==> config.mk <==
export PLATFORM = sky130hd
export DESIGN_NAME = fsps_sequencer
export DESIGN_NICKNAME = d
export VERILOG_FILES = /design/src/hw/fsps_sequencer.v
export VERILOG_INCLUDE_DIRS = /design/src /design/src/hw
export SDC_FILE = /design/constraint.sdc
export NUM_CORES = 1
export LEC_CHECK = 0
export BUFFER_PORTS_ARGS = -buffer_cell sky130_fd_sc_hd__clkbuf_2
export CAP_MARGIN = 5
export CORE_ASPECT_RATIO = 0.5
export CORE_MARGIN = 10
export CORE_UTILIZATION = 53
export DETAILED_ROUTE_END_ITERATION = 8
export PLACE_DENSITY = 0.83
export RECOVER_POWER = 50
export SETUP_SLACK_MARGIN = 0.02
export SYNTH_ARGS = -nofsm -noshare
export SYNTH_HDL_FRONTEND = slang
export SYNTH_SLANG_ARGS = --single-unit
==> constraint.sdc <==
create_clock -name pclk -period 2.9 [get_ports pclk]
set_input_delay 0.29 -clock pclk [delete_from_list [all_inputs] [get_ports pclk]]
set_output_delay 0.29 -clock pclk [all_outputs]
set_load 0.02 [all_outputs]
==> src/hw/fsps_consts.vh <==
`ifndef FSPS_CONSTS_VH
`define FSPS_CONSTS_VH

// APB register map (byte addresses)
`define FSPS_CTRL_OFS       8'h00

// Control register fields
`define FSPS_IE_BIT         7
`define FSPS_BUSY_BIT       6
`define FSPS_SIG_BIT        5
`define FSPS_REEN_BIT       4
`define FSPS_LOCK_BIT       3
`define FSPS_PW_BIT         2
`define FSPS_PE_BIT         1
`define FSPS_EN_BIT         0
`define FSPS_CTRL_RESET     8'h00

// Command patterns in bits 5:0
`define FSPS_PAT_SIG        6'h21
`define FSPS_PAT_REEN       6'h11
`define FSPS_PAT_LOCK       6'h09
`define FSPS_PAT_WRITE      6'h05
`define FSPS_PAT_ERASE      6'h03
`define FSPS_PAT_LOAD       6'h01

// Arming windows in clock cycles
`define FSPS_STORE_WIN      3'd4
`define FSPS_LOAD_WIN       3'd3

// Pointer layout
`define FSPS_PAGE_LSB       7
`define FSPS_WORD_LSB       1

// Readout addresses
`define FSPS_Z_FUSE_LOW     16'h0000
`define FSPS_Z_LOCK         16'h0001
`define FSPS_Z_FUSE_HIGH    16'h0003
`define FSPS_SIG_LAST       16'h001f
`define FSPS_SIG_RSVD       5'h03
`define FSPS_SIG_ID0        5'h00
`define FSPS_SIG_ID1        5'h02
`define FSPS_SIG_ID2        5'h04

`endif

==> src/hw/fsps_sequencer.v <==
// Contract
// Erase pattern plus store within four cycles erases
// Erase: halt core only for blocked section
// Load pattern plus store writes buffer word
// Buffer cleared after write, re-enable, reset
// Software writes each buffer slot once
// Write pattern plus store programs buffered page
// Write: halt core only for blocked section
// Interrupt level while enabled and enable bit low
// Erase/write sets busy, blocks readable section; code sets busy only for readable-section pages
// Re-enable clears busy before fetching section
// Lock pattern plus store sets boot locks
// Zero bits 5:2 program matching locks
// Software loads pointer 1, sets spare bits
// Lock programming blocks no section
// Data memory write refuses commands and readout
// Software checks data memory flag first
// Pointer 1 readout returns lock byte
// Lock readout bits self-clear on use/timeout
// Pointer 0 low fuse, 3 high fuse
// Programmed reads zero, unprogrammed reads one
// Signature readout within three cycles, self-clears
// Signature row: ids, trims, rest reserved
// Enable arms store for four cycles
// Eight-bit control register, resets to zero
// Only six patterns arm anything
// Erase/write finish on array done indication
`timescale 1ns/1ps
`include "fsps_consts.vh"

module fsps_sequencer #(
  parameter        PAGE_W    = 9,
  parameter        RWW_PAGES = 288,
  parameter        WORD_W    = 6,
  parameter [7:0]  SIG_ID0   = 8'h5a,  // Arbitrary value
  parameter [7:0]  SIG_ID1   = 8'ha5,  // Arbitrary value
  parameter [7:0]  SIG_ID2   = 8'h3c   // Arbitrary value
) (
  input  wire                pclk,
  input  wire                presetn,
  input  wire                psel,
  input  wire                penable,
  input  wire                pwrite,
  input  wire [7:0]          paddr,
  input  wire [31:0]         pwdata,
  output reg  [31:0]         prdata,
  output reg                 pready,
  output reg                 pslverr,
  input  wire                spm_exec,
  input  wire                lpm_exec,
  input  wire [15:0]         z_ptr,
  input  wire [15:0]         data_register_pair,
  input  wire                data_mem_write_flag,
  input  wire                flash_done,
  input  wire [7:0]          fuse_low_prog,
  input  wire [7:0]          fuse_high_prog,
  input  wire [7:0]          lock_prog_state,
  input  wire [255:0]        cal_row,
  input  wire [WORD_W-1:0]   buf_rd_addr,
  output reg  [15:0]         buf_rd_data,
  output reg                 erase_start,
  output reg                 write_start,
  output reg                 lock_start,
  output reg  [PAGE_W-1:0]   op_page,
  output reg  [3:0]          lock_mask,
  output reg                 core_halt,
  output reg                 rww_read_block,
  output reg                 lpm_hit,
  output reg  [7:0]          lpm_data,
  output reg                 irq
);

  localparam DEPTH = 1 << WORD_W;

  // Operation states
  localparam [1:0] ST_IDLE  = 2'd0;
  localparam [1:0] ST_ARMED = 2'd1;
  localparam [1:0] ST_FLASH = 2'd2;
  localparam [1:0] ST_LOCK  = 2'd3;

  reg  [1:0]        state_q;
  reg  [7:0]        ctrl_q;
  reg  [2:0]        win_q;
  reg  [15:0]       buf_mem [0:DEPTH-1];
  reg  [DEPTH-1:0]  buf_valid_q;

  wire              wr_acc;
  wire              rd_acc;
  wire              hit_ctrl;
  wire [5:0]        wpat;
  wire [5:0]        cpat;
  wire              pat_ok;
  wire              store_ok;
  wire              load_ok;
  wire              ee_busy;
  wire [PAGE_W-1:0] z_page;
  wire [WORD_W-1:0] z_word;
  wire              page_rww;
  wire              buf_clear;
  wire              load_go;
  reg  [7:0]        sig_byte;
  reg  [7:0]        lock_rd;
  reg               lock_rd_ok;

  assign wr_acc   = psel & penable & pready & pwrite;
  assign rd_acc   = psel & penable & ~pready & ~pwrite;
  assign hit_ctrl = (paddr == `FSPS_CTRL_OFS);
  assign wpat     = pwdata[5:0];
  assign cpat     = ctrl_q[5:0];
  assign ee_busy  = data_mem_write_flag;
  assign z_page   = z_ptr[`FSPS_PAGE_LSB +: PAGE_W];
  assign z_word   = z_ptr[`FSPS_WORD_LSB +: WORD_W];
  assign page_rww = (z_page < RWW_PAGES);

  assign pat_ok = (wpat == `FSPS_PAT_SIG)   | (wpat == `FSPS_PAT_REEN)  |
                  (wpat == `FSPS_PAT_LOCK)  | (wpat == `FSPS_PAT_WRITE) |
                  (wpat == `FSPS_PAT_ERASE) | (wpat == `FSPS_PAT_LOAD);

  // Store accepted while the window is open; signature arming takes none
  assign store_ok = (state_q == ST_ARMED) & spm_exec & (win_q != 3'd0) &
                    (cpat != `FSPS_PAT_SIG) & ~ee_busy;
  // Load-program window is the first three cycles of the four
  assign load_ok  = (state_q == ST_ARMED) & lpm_exec & (win_q > 3'd1) &
                    ((cpat == `FSPS_PAT_SIG) | (cpat == `FSPS_PAT_LOCK)) & ~ee_busy;

  assign load_go   = store_ok & (cpat == `FSPS_PAT_LOAD);
  assign buf_clear = (store_ok & (cpat == `FSPS_PAT_REEN)) |
                     ((state_q == ST_FLASH) & flash_done & ctrl_q[`FSPS_PW_BIT]);

  // Signature row: ids from parameters, trims from the array, rest reserved
  always @* begin
    sig_byte = 8'hff;
    if (z_ptr <= `FSPS_SIG_LAST) begin
      case (z_ptr[4:0])
        `FSPS_SIG_ID0:  sig_byte = SIG_ID0;
        `FSPS_SIG_ID1:  sig_byte = SIG_ID1;
        `FSPS_SIG_ID2:  sig_byte = SIG_ID2;
        `FSPS_SIG_RSVD: sig_byte = 8'hff;
        default:        sig_byte = cal_row[{z_ptr[4:0], 3'b000} +: 8];
      endcase
    end
  end

  // Fuse and lock bytes; inputs flag programmed bits, read back inverted
  always @* begin
    lock_rd    = 8'hff;
    lock_rd_ok = 1'b1;
    case (z_ptr)
      `FSPS_Z_FUSE_LOW:  lock_rd = ~fuse_low_prog;
      `FSPS_Z_LOCK:      lock_rd = ~lock_prog_state;
      `FSPS_Z_FUSE_HIGH: lock_rd = ~fuse_high_prog;
      default:           lock_rd_ok = 1'b0;
    endcase
  end

  // APB: one wait state, pready straight from a flop
  always @(posedge pclk or negedge presetn) begin
    if (!presetn) begin
      pready  <= 1'b0;
      pslverr <= 1'b0;
      prdata  <= 32'h0000_0000;
    end else begin
      pready  <= psel & penable & ~pready;
      pslverr <= psel & penable & ~pready & ~hit_ctrl;
      if (rd_acc) begin
        prdata <= hit_ctrl ? {24'h00_0000, ctrl_q} : 32'h0000_0000;
      end
    end
  end

  // Control register and sequencer
  always @(posedge pclk or negedge presetn) begin
    if (!presetn) begin
      ctrl_q      <= `FSPS_CTRL_RESET;
      state_q     <= ST_IDLE;
      win_q       <= 3'd0;
      erase_start <= 1'b0;
      write_start <= 1'b0;
      lock_start  <= 1'b0;
      op_page     <= {PAGE_W{1'b0}};
      lock_mask   <= 4'h0;
      core_halt   <= 1'b0;
      lpm_hit     <= 1'b0;
      lpm_data    <= 8'h00;
    end else begin
      erase_start <= 1'b0;
      write_start <= 1'b0;
      lock_start  <= 1'b0;
      lpm_hit     <= 1'b0;
      if (wr_acc & hit_ctrl) begin
        ctrl_q[`FSPS_IE_BIT] <= pwdata[`FSPS_IE_BIT];
      end
      case (state_q)
        ST_IDLE: begin
          // Any other combination, or a pending data memory write, is dropped
          if (wr_acc & hit_ctrl & pat_ok & ~ee_busy) begin
            ctrl_q[5:0] <= wpat;
            win_q       <= `FSPS_STORE_WIN;
            state_q     <= ST_ARMED;
          end
        end
        ST_ARMED: begin
          win_q <= win_q - 3'd1;
          if (store_ok) begin
            case (cpat)
              `FSPS_PAT_ERASE, `FSPS_PAT_WRITE: begin
                op_page     <= z_page;
                erase_start <= (cpat == `FSPS_PAT_ERASE);
                write_start <= (cpat == `FSPS_PAT_WRITE);
                ctrl_q[`FSPS_BUSY_BIT] <= ctrl_q[`FSPS_BUSY_BIT] | page_rww;
                core_halt   <= ~page_rww;
                state_q     <= ST_FLASH;
              end
              `FSPS_PAT_LOCK: begin
                lock_mask  <= ~data_register_pair[5:2];
                lock_start <= 1'b1;
                state_q    <= ST_LOCK;
              end
              `FSPS_PAT_REEN: begin
                ctrl_q[`FSPS_BUSY_BIT] <= 1'b0;
                ctrl_q[5:0] <= 6'h00;
                state_q     <= ST_IDLE;
              end
              default: begin
                // Page load also frees the readable section
                ctrl_q[`FSPS_BUSY_BIT] <= 1'b0;
                ctrl_q[5:0] <= 6'h00;
                state_q     <= ST_IDLE;
              end
            endcase
          end else if (load_ok & ((cpat == `FSPS_PAT_SIG) | lock_rd_ok)) begin
            lpm_hit     <= 1'b1;
            lpm_data    <= (cpat == `FSPS_PAT_SIG) ? sig_byte : lock_rd;
            ctrl_q[5:0] <= 6'h00;
            state_q     <= ST_IDLE;
          end else if ((win_q == 3'd1) |
                       ((cpat == `FSPS_PAT_SIG) & (win_q == 3'd2))) begin
            ctrl_q[5:0] <= 6'h00;
            state_q     <= ST_IDLE;
          end
        end
        ST_FLASH: begin
          // Enable bit stays high until the array reports completion
          if (flash_done) begin
            ctrl_q[5:0] <= 6'h00;
            core_halt   <= 1'b0;
            state_q     <= ST_IDLE;
          end
        end
        ST_LOCK: begin
          if (flash_done) begin
            ctrl_q[5:0] <= 6'h00;
            state_q     <= ST_IDLE;
          end
        end
        default: begin
          state_q <= ST_IDLE;
        end
      endcase
    end
  end

  // Temporary page buffer; a cleared slot reads as erased
  genvar gi;
  generate
    for (gi = 0; gi < DEPTH; gi = gi + 1) begin : g_slot
      always @(posedge pclk or negedge presetn) begin
        if (!presetn) begin
          buf_valid_q[gi] <= 1'b0;
        end else if (buf_clear) begin
          buf_valid_q[gi] <= 1'b0;
        end else if (load_go & (z_word == gi)) begin
          buf_valid_q[gi] <= 1'b1;
        end
      end
    end
  endgenerate

  // Second write to one slot simply overwrites; software must avoid it
  always @(posedge pclk) begin
    if (load_go) begin
      buf_mem[z_word] <= data_register_pair;
    end
  end

  always @(posedge pclk or negedge presetn) begin
    if (!presetn) begin
      buf_rd_data    <= 16'hffff;
      rww_read_block <= 1'b0;
      irq            <= 1'b0;
    end else begin
      buf_rd_data    <= buf_valid_q[buf_rd_addr] ? buf_mem[buf_rd_addr] : 16'hffff;
      rww_read_block <= ctrl_q[`FSPS_BUSY_BIT];
      irq            <= ctrl_q[`FSPS_IE_BIT] & ~ctrl_q[`FSPS_EN_BIT];
    end
  end

endmodule // fsps_sequencer

==> results.md, run 1 <==
* Status: finished with violations
* Violated checks: capacitance limit, slew limit
* Setup CP Type: reg2reg
* Placed cells at 3928
* Most frequent cell after synthesis: edfxtp_1
* Endpoint type of the worst setup path: register
* Flop pwr share at 0.535
* Fillers at 5383
* All-Layer GR Usage at 0.282
* Highest-delay cell along the critical path: dfrtp_1
* Total gr overflow at 0
* # nets final at 3246
* Clock Sink Count at 1155
* P_sw at 7.55 mW
* Setup violators final at 0
* DIE AREA at 101000 µm²
* Wire length per cell at 34.9 µm
* First-pass GRT wire length at 209 mm
* Htree depth at 3
* Switching share of power at 0.222
* CP Data Arrival Time at 3170 ps
* Pleak at 18.8 nW
* CP Max Fanout at 17
* Seq. cell area at 34000 µm²
* Synth Register Bits at 1155
* Num CTS Buffers at 97
* Antenna Violating Nets Remaining at 0
* Most used DFF post-synth: edfxtp_1
* CTS tree: built
* Clock Path Buffers at 3
* Initial core utilization at 0.538
* Vias per inst at 6.82
* Crit path cell chain: nor3b_1 -> nand3_2 -> nor4_2 -> buf_4 -> nand2_1 -> nor2_1 -> buf_12
* Req. time, crit path at 3280 ps
* Worst Slack Setup Final at 109 ps
* Hold path startpoint: z_ptr[10]
* Seq/Total Area, Yosys at 0.729
* Worst setup path start: state_q[1]
* Root Driver: clkbuf_16
* Via count at 28200
* EDFF count, synth at 1024
* Final critical-path share of the clock period at 0.962
* Row cnt at 76
* Commonest cells in the netlist: edfxtp_1, mux4_2, a22oi_1, dfrtp_1, nor2_1
* Fin crit period at 2790 ps
* Worst-Skew Late Latency at 690 ps
* Async S/R FF share, synth at 0.113
* CORE AREA at 86700 µm²
* Warnings, synthesis at 0
* I/O pins at 445
* Clk pin slew, worst setup/hold paths at 70 ps
* Maximum VDD drop at 498 µV
* Post-Synthesis Cell Area at 46700 µm²
* Post-synth top area share at 0.659
* Biggest cell delay along the critical path at 420 ps
* Pint at 26.5 mW
* Height of the die at 230 µm
* Drt total wl at 144 mm
* Worst clock skew at 31.0 ps
* Post-synth top area cell: edfxtp_1
* Post-Layout Cell Count at 4135
* Layout cells sized above 1 at 0.365
* Rel. slew slack at -1.03
* Worst slack, placed at 60.2 ps
* Setup TNS at 0 ps
* Comb power frac at 0.071
* Pre-Repair DR Iteration Count at 7
* Max frequency at 358 MHz
* Synth area leaders: edfxtp_1, mux4_2, dfrtp_1
* Largest net degree at the start of global routing at 73
* Clk pwr share at 0.394
* Horiz. Die Dim at 440 µm
* Least-Margin Pin Slew at 3040 ps
* DR DRC count at 0
* Multi-input logic area at 11900 µm²
* Reg-to-reg startpoint: state_q[1]
* Initial antenna violation count at 12
* RSZ-0062 raised after global routing: no
* Worst hold-check path type: in2reg
* PortBufs at 395
* Avg Cell Area, Syn at 20.2 µm²
* WHS at 34.7 ps
* Final Hold Fails at 0
* 1st-iter DRT viols at 4638
* Cell count after synthesis at 2310
* Layout area overhead at 17.9%
* Max Transition Viols Final at 793
* Vias in the first global route at 29300
* Max-Cap Viols at 17
* HPWL Detailed at 85.5 mm
* PwrDens at 619 nW/µm²
* Setup crit start kind: register
* Post-synth cell types at 63
* GP Congestion at 0.942
stage by stage:
step            util  power [mW]  cell area, µm²
2_1_floorplan      -        19.8           46800
3_3_place_gp   0.597        20.8           51800
3_5_place_dp   0.597        20.9           51800
4_1_cts        0.636        34.0           55200
5_1_grt        0.635        34.7           55000
6_report       0.635        34.0           55000
layout make-up:
cell class | count | area share
clock inverters | 46 | 0.00764
clock buffers | 137 | 0.0511
inverters | 9 | 0.000614
flip-flops and latches | 1155 | 0.619
repair buffers | 603 | 0.0792
diodes | 6 | 0.000273
multi-input cells | 1009 | 0.216
well taps | 1170 | 0.0266
cell usage in the layout, fill, tap and decap left out, drive strengths merged, types with 16 or more instances in the layout:
cell            n
o21ai          26
nor2           87
mux2           19
buf           175
nand2          58
dlygate4sd3    18
mux4          335
edfxtp       1024
a22oi         141
nor4           24
a22o           16
clkbuf        546
dfstp          16
o21a           64
conb           24
a21oi          76
mux2i          23
clkinv         32
dfrtp         115
state kept, by name, summed over array words and instances (netlist names), 2 cells and up:
register / count
win_q: 3
state_q: 2
ctrl_q: 8
prdata: 8
buf_mem: 1024
buf_rd_data: 16
op_page: 9
lock_mask: 4
lpm_data: 8
buf_valid_q: 64
power by group through the flow:
stage,Clock [mW],Sequential (mW),Combinational [mW]
detailed placement,0,18.6,2.31
CTS,13.4,18.2,2.38
global route,14.0,18.2,2.51
global placement,0,18.6,2.24
floorplan,0,18.6,1.18
finish,13.4,18.2,2.40
metal layers:
metal	up-vias	track usage	routed length [µm]
met4	8	0.140	8920
met1	14100	0.342	46000
li1	10800	-	-
met5	-	0	54
met2	2731	0.461	70000
met3	549	0.0838	19400
cells by family after synthesis:
family,after synthesis,synth area share
buffers and inverters,169,0.0188
flip-flops,1155,0.729
adder cells (fa/ha/maj),5,0.00129
other,1,0.0000803
AND/OR/NAND/NOR,236,0.0252
multiplexers,377,0.171
AO/OA/AOI/OAI,367,0.0544
repair_timing:
item | in CTS | in global routing
buffers inserted | 0 | 0
hold buffers | 18 | 0
gates resized for setup | 0 | 2
endpoints found under the hold margin | 78 | 0
setup endpoints to repair | 0 | 176
worst paths after layout:
check,to,slack [ps],depth (start not counted)
setup / recovery,buf_mem[34][6],110,7
hold / removal,op_page[3],30,2
setup reg to reg,buf_mem[34][6],110,7
hold reg to reg,rww_read_block,430,0
max in group asynchronous,buf_valid_q[33],380,3
min in group asynchronous,op_page[1],570,2
critical path, delay by kind of cell (launching register included):
| family | cells | cell delay, ps |
|---|---|---|
| buffers and inverters | 2 | 430 |
| AND/OR/NAND/NOR | 5 | 1640 |
| flip-flops | 1 | 420 |
No activity file was read; power rests on OpenSTA's default activity.
==> run 2, diff against run 1 <==
- CELL_PAD_IN_SITES_DETAIL_PLACEMENT: unset -> 1
- CELL_PAD_IN_SITES_GLOBAL_PLACEMENT: unset -> 1
- CORE_UTILIZATION: 53 -> 46
- RECOVER_POWER: 50 -> 25
==> results.md, run 2 (synthesized netlist as in run 1, its figures left out) <==
* Vias in the first global route at 29900 (+1.9%)
* Violated checks: capacitance limit, slew limit, setup timing
* Top reg by flops: buf_mem
* # nets final at 3248 (+0.062%)
* Drt total wl at 171 mm (+18%)
* Initial core utilization at 0.465 (-0.0735)
* Worst hold-check path type: in2reg
* Height of the die at 245 µm (+6.7%)
* R2r worst-path depth at 7 (unchanged)
* CTS tree: built
* R2r endpoint: buf_mem[39][10]
* GR Layer Usage met2 at 0.456 (-0.00485)
* CP Data Arrival Time at 3390 ps (+220 ps)
* Antenna Violating Nets Remaining at 0 (unchanged)
* Busiest layer in global routing: met2
* Max frequency at 332 MHz (-7.3%)
* Setup violators final at 167 (+167)
* Least-Margin Pin Slew at 2330 ps (-714 ps)
* Most common cell after layout, fill and taps aside: edfxtp_1
* Setup CP Type: reg2reg
* Pre-Repair DR Iteration Count at 6 (-1)
* Hold path startpoint: fuse_high_prog[4]
* Vias per inst at 6.77 (-0.67%)
* Root Driver: clkbuf_16
* Htree depth at 3 (unchanged)
* Maximum VDD drop at 458 µV (-8.0%)
* DIE AREA at 115000 µm² (+14%)
* Max-Cap Viols at 13 (-4)
* Req. time, crit path at 3280 ps (about the same)
* Worst clock skew at 40.5 ps (+9.58 ps)
* All-Layer GR Usage at 0.269 (-0.0122)
* Clock Sink Count at 1155 (unchanged)
* Total gr overflow at 0 (unchanged)
* GP Congestion at 0.906 (-3.8%)
* Commonest cells after routing, fill and taps aside: edfxtp_1, clkbuf_2, mux4_2
* Num CTS Buffers at 101 (+4.1%)
* Worst Slack Setup Final at -112 ps (-221 ps)
* DR DRC count at 0 (unchanged)
* 1st-iter DRT viols at 4964 (+7.0%)
* PortBufs at 395 (unchanged)
* Worst setup path start: ctrl_q[1]
* Setup bufs post-CTS at 0 (unchanged)
* CP Max Fanout at 17 (unchanged)
* Worst reg-to-reg setup slack at -110 ps (-220 ps)
* Final critical-path share of the clock period at 1.04 (+0.0763)
* Max Transition Viols Final at 386 (-51%)
* Clk pin slew, worst setup/hold paths at 70 ps (about the same)
* Cells on Worst Hold Path at 4 (+2)
* I/O pins at 445 (unchanged)
* HPWL Detailed at 95.2 mm (+11%)
* Pleak at 19.0 nW (+1.0%)
* Fin crit period at 3010 ps (+221 ps)
* CORE AREA at 100000 µm² (+16%)
* Worst slack, placed at -17.8 ps (-77.9 ps)
* First-pass GRT wire length at 227 mm (+8.9%)
* Endpoint type of the worst setup path: register
* Max reg flops at 1024 (unchanged)
* Clock Path Buffers at 3 (unchanged)
* Final Hold Fails at 0 (unchanged)
* Final Util at 0.554 (-0.0806)
* Via count at 29200 (+3.6%)
* GR Util met1 at 0.333 (-0.00858)
* Layout cells sized above 1 at 0.375 (+0.00997)
* Setup crit start kind: register
* WHS Endpoint: lpm_data[4]
* Horiz. Die Dim at 471 µm (+7.0%)
* Setup TNS at -6150 ps (-6150 ps)
* Initial antenna violation count at 8 (-4)
* Row cnt at 82 (+7.9%)
* Met3 usage at 0.0704 (-0.0135)
* Wire length per cell at 39.5 µm (+13%)
* Status: finished with violations
* PwrDens at 637 nW/µm² (+3.1%)
* Largest net degree at the start of global routing at 78 (+6.8%)
* Layout area overhead at 19.2%
* RSZ-0062 raised after global routing: yes
* Rel. slew slack at -0.554 (+0.476)
* Worst-Skew Late Latency at 700 ps (about the same)
* Reg-to-reg startpoint: ctrl_q[1]
* Largest regs: buf_mem (1024), buf_valid_q (64), buf_rd_data (16)
-- run 2: changes by cell type in the layout (fill, tap and decap cells not counted), sizes merged --
cell | previous run | this run
dlygate4sd3 | 18 | 19
clkbuf | 546 | 534
buf | 175 | 182
dlymetal6s4s | 0 | 1
diode | 6 | 5
bufinv | 6 | 11
clkinvlp | 4 | 6
clkdlybuf4s25 | 1 | 0
clkinv | 32 | 34
inv | 13 | 12
-- run 2: through the flow --
step / power (mW) / cell area [µm²] / instances / hold slack [ps]
2_1_floorplan: 19.8 / 46800 / 2333 / -5.59
3_3_place_gp: 20.8 / 52000 / 4099 / 385
3_5_place_dp: 20.9 / 52000 / 4099 / 402
4_1_cts: 34.9 / 55700 / 4307 / 40.4
5_1_grt: 36.2 / 55700 / 4310 / 63.0
6_report: 35.5 / 55700 / 4312 / 43.1
-- run 2: layer usage --
metal,part of all wire,vias to the layer above,wire [µm]
met1,0.33,14900,56300
li1,-,10800,-
met2,0.48,3009,82600
met5,0.00030,-,52
met4,0.051,8,8620
met3,0.13,517,22900
-- run 2: timing repair --
| item | CTS | global route |
|---|---|---|
| hold buffers | 19 | 0 |
| hold endpoints to repair | 83 | 0 |
| gates cloned | 0 | 0 |
| endpoints found under the setup margin | 695 | 349 |
| gates resized for setup | 2 | 17 |
-- run 2: final cells by class --
cell class / count / area (µm²)
diodes: 5 / 12.5
clock buffers: 135 / 2840
clock inverters: 54 / 559
fillers: 8920 / 44800
inverters: 9 / 33.8
multi-input cells: 1009 / 11900
flip-flops and latches: 1155 / 34000
well taps: 1344 / 1680
repair buffers: 601 / 4570
-- run 2: report_power, final --
part	switching [mW]	total, mW	internal, mW
Combinational	1.55	2.55	0.995
Clock	6.82	14.7	7.91
Sequential	0.0522	18.2	18.2
-- run 2: worst max path at each step --
stage                            endpoint  cells after the start
after floorplan            buf_mem[55][0]                      5
after global placement          ctrl_q[4]                      9
after detailed placement  buf_mem[11][14]                      7
after CTS                 buf_mem[11][15]                      7
after global routing       buf_mem[39][6]                      7
final                     buf_mem[39][10]                      7
-- run 2: worst max-delay path, cell delays in order (launching register included) --
cell      delay, ps
dfrtp_1         470
nand2b_1        180
or4_4           500
nor4_2          360
buf_4           220
nand2_1         340
nor2_1          380
buf_12          220
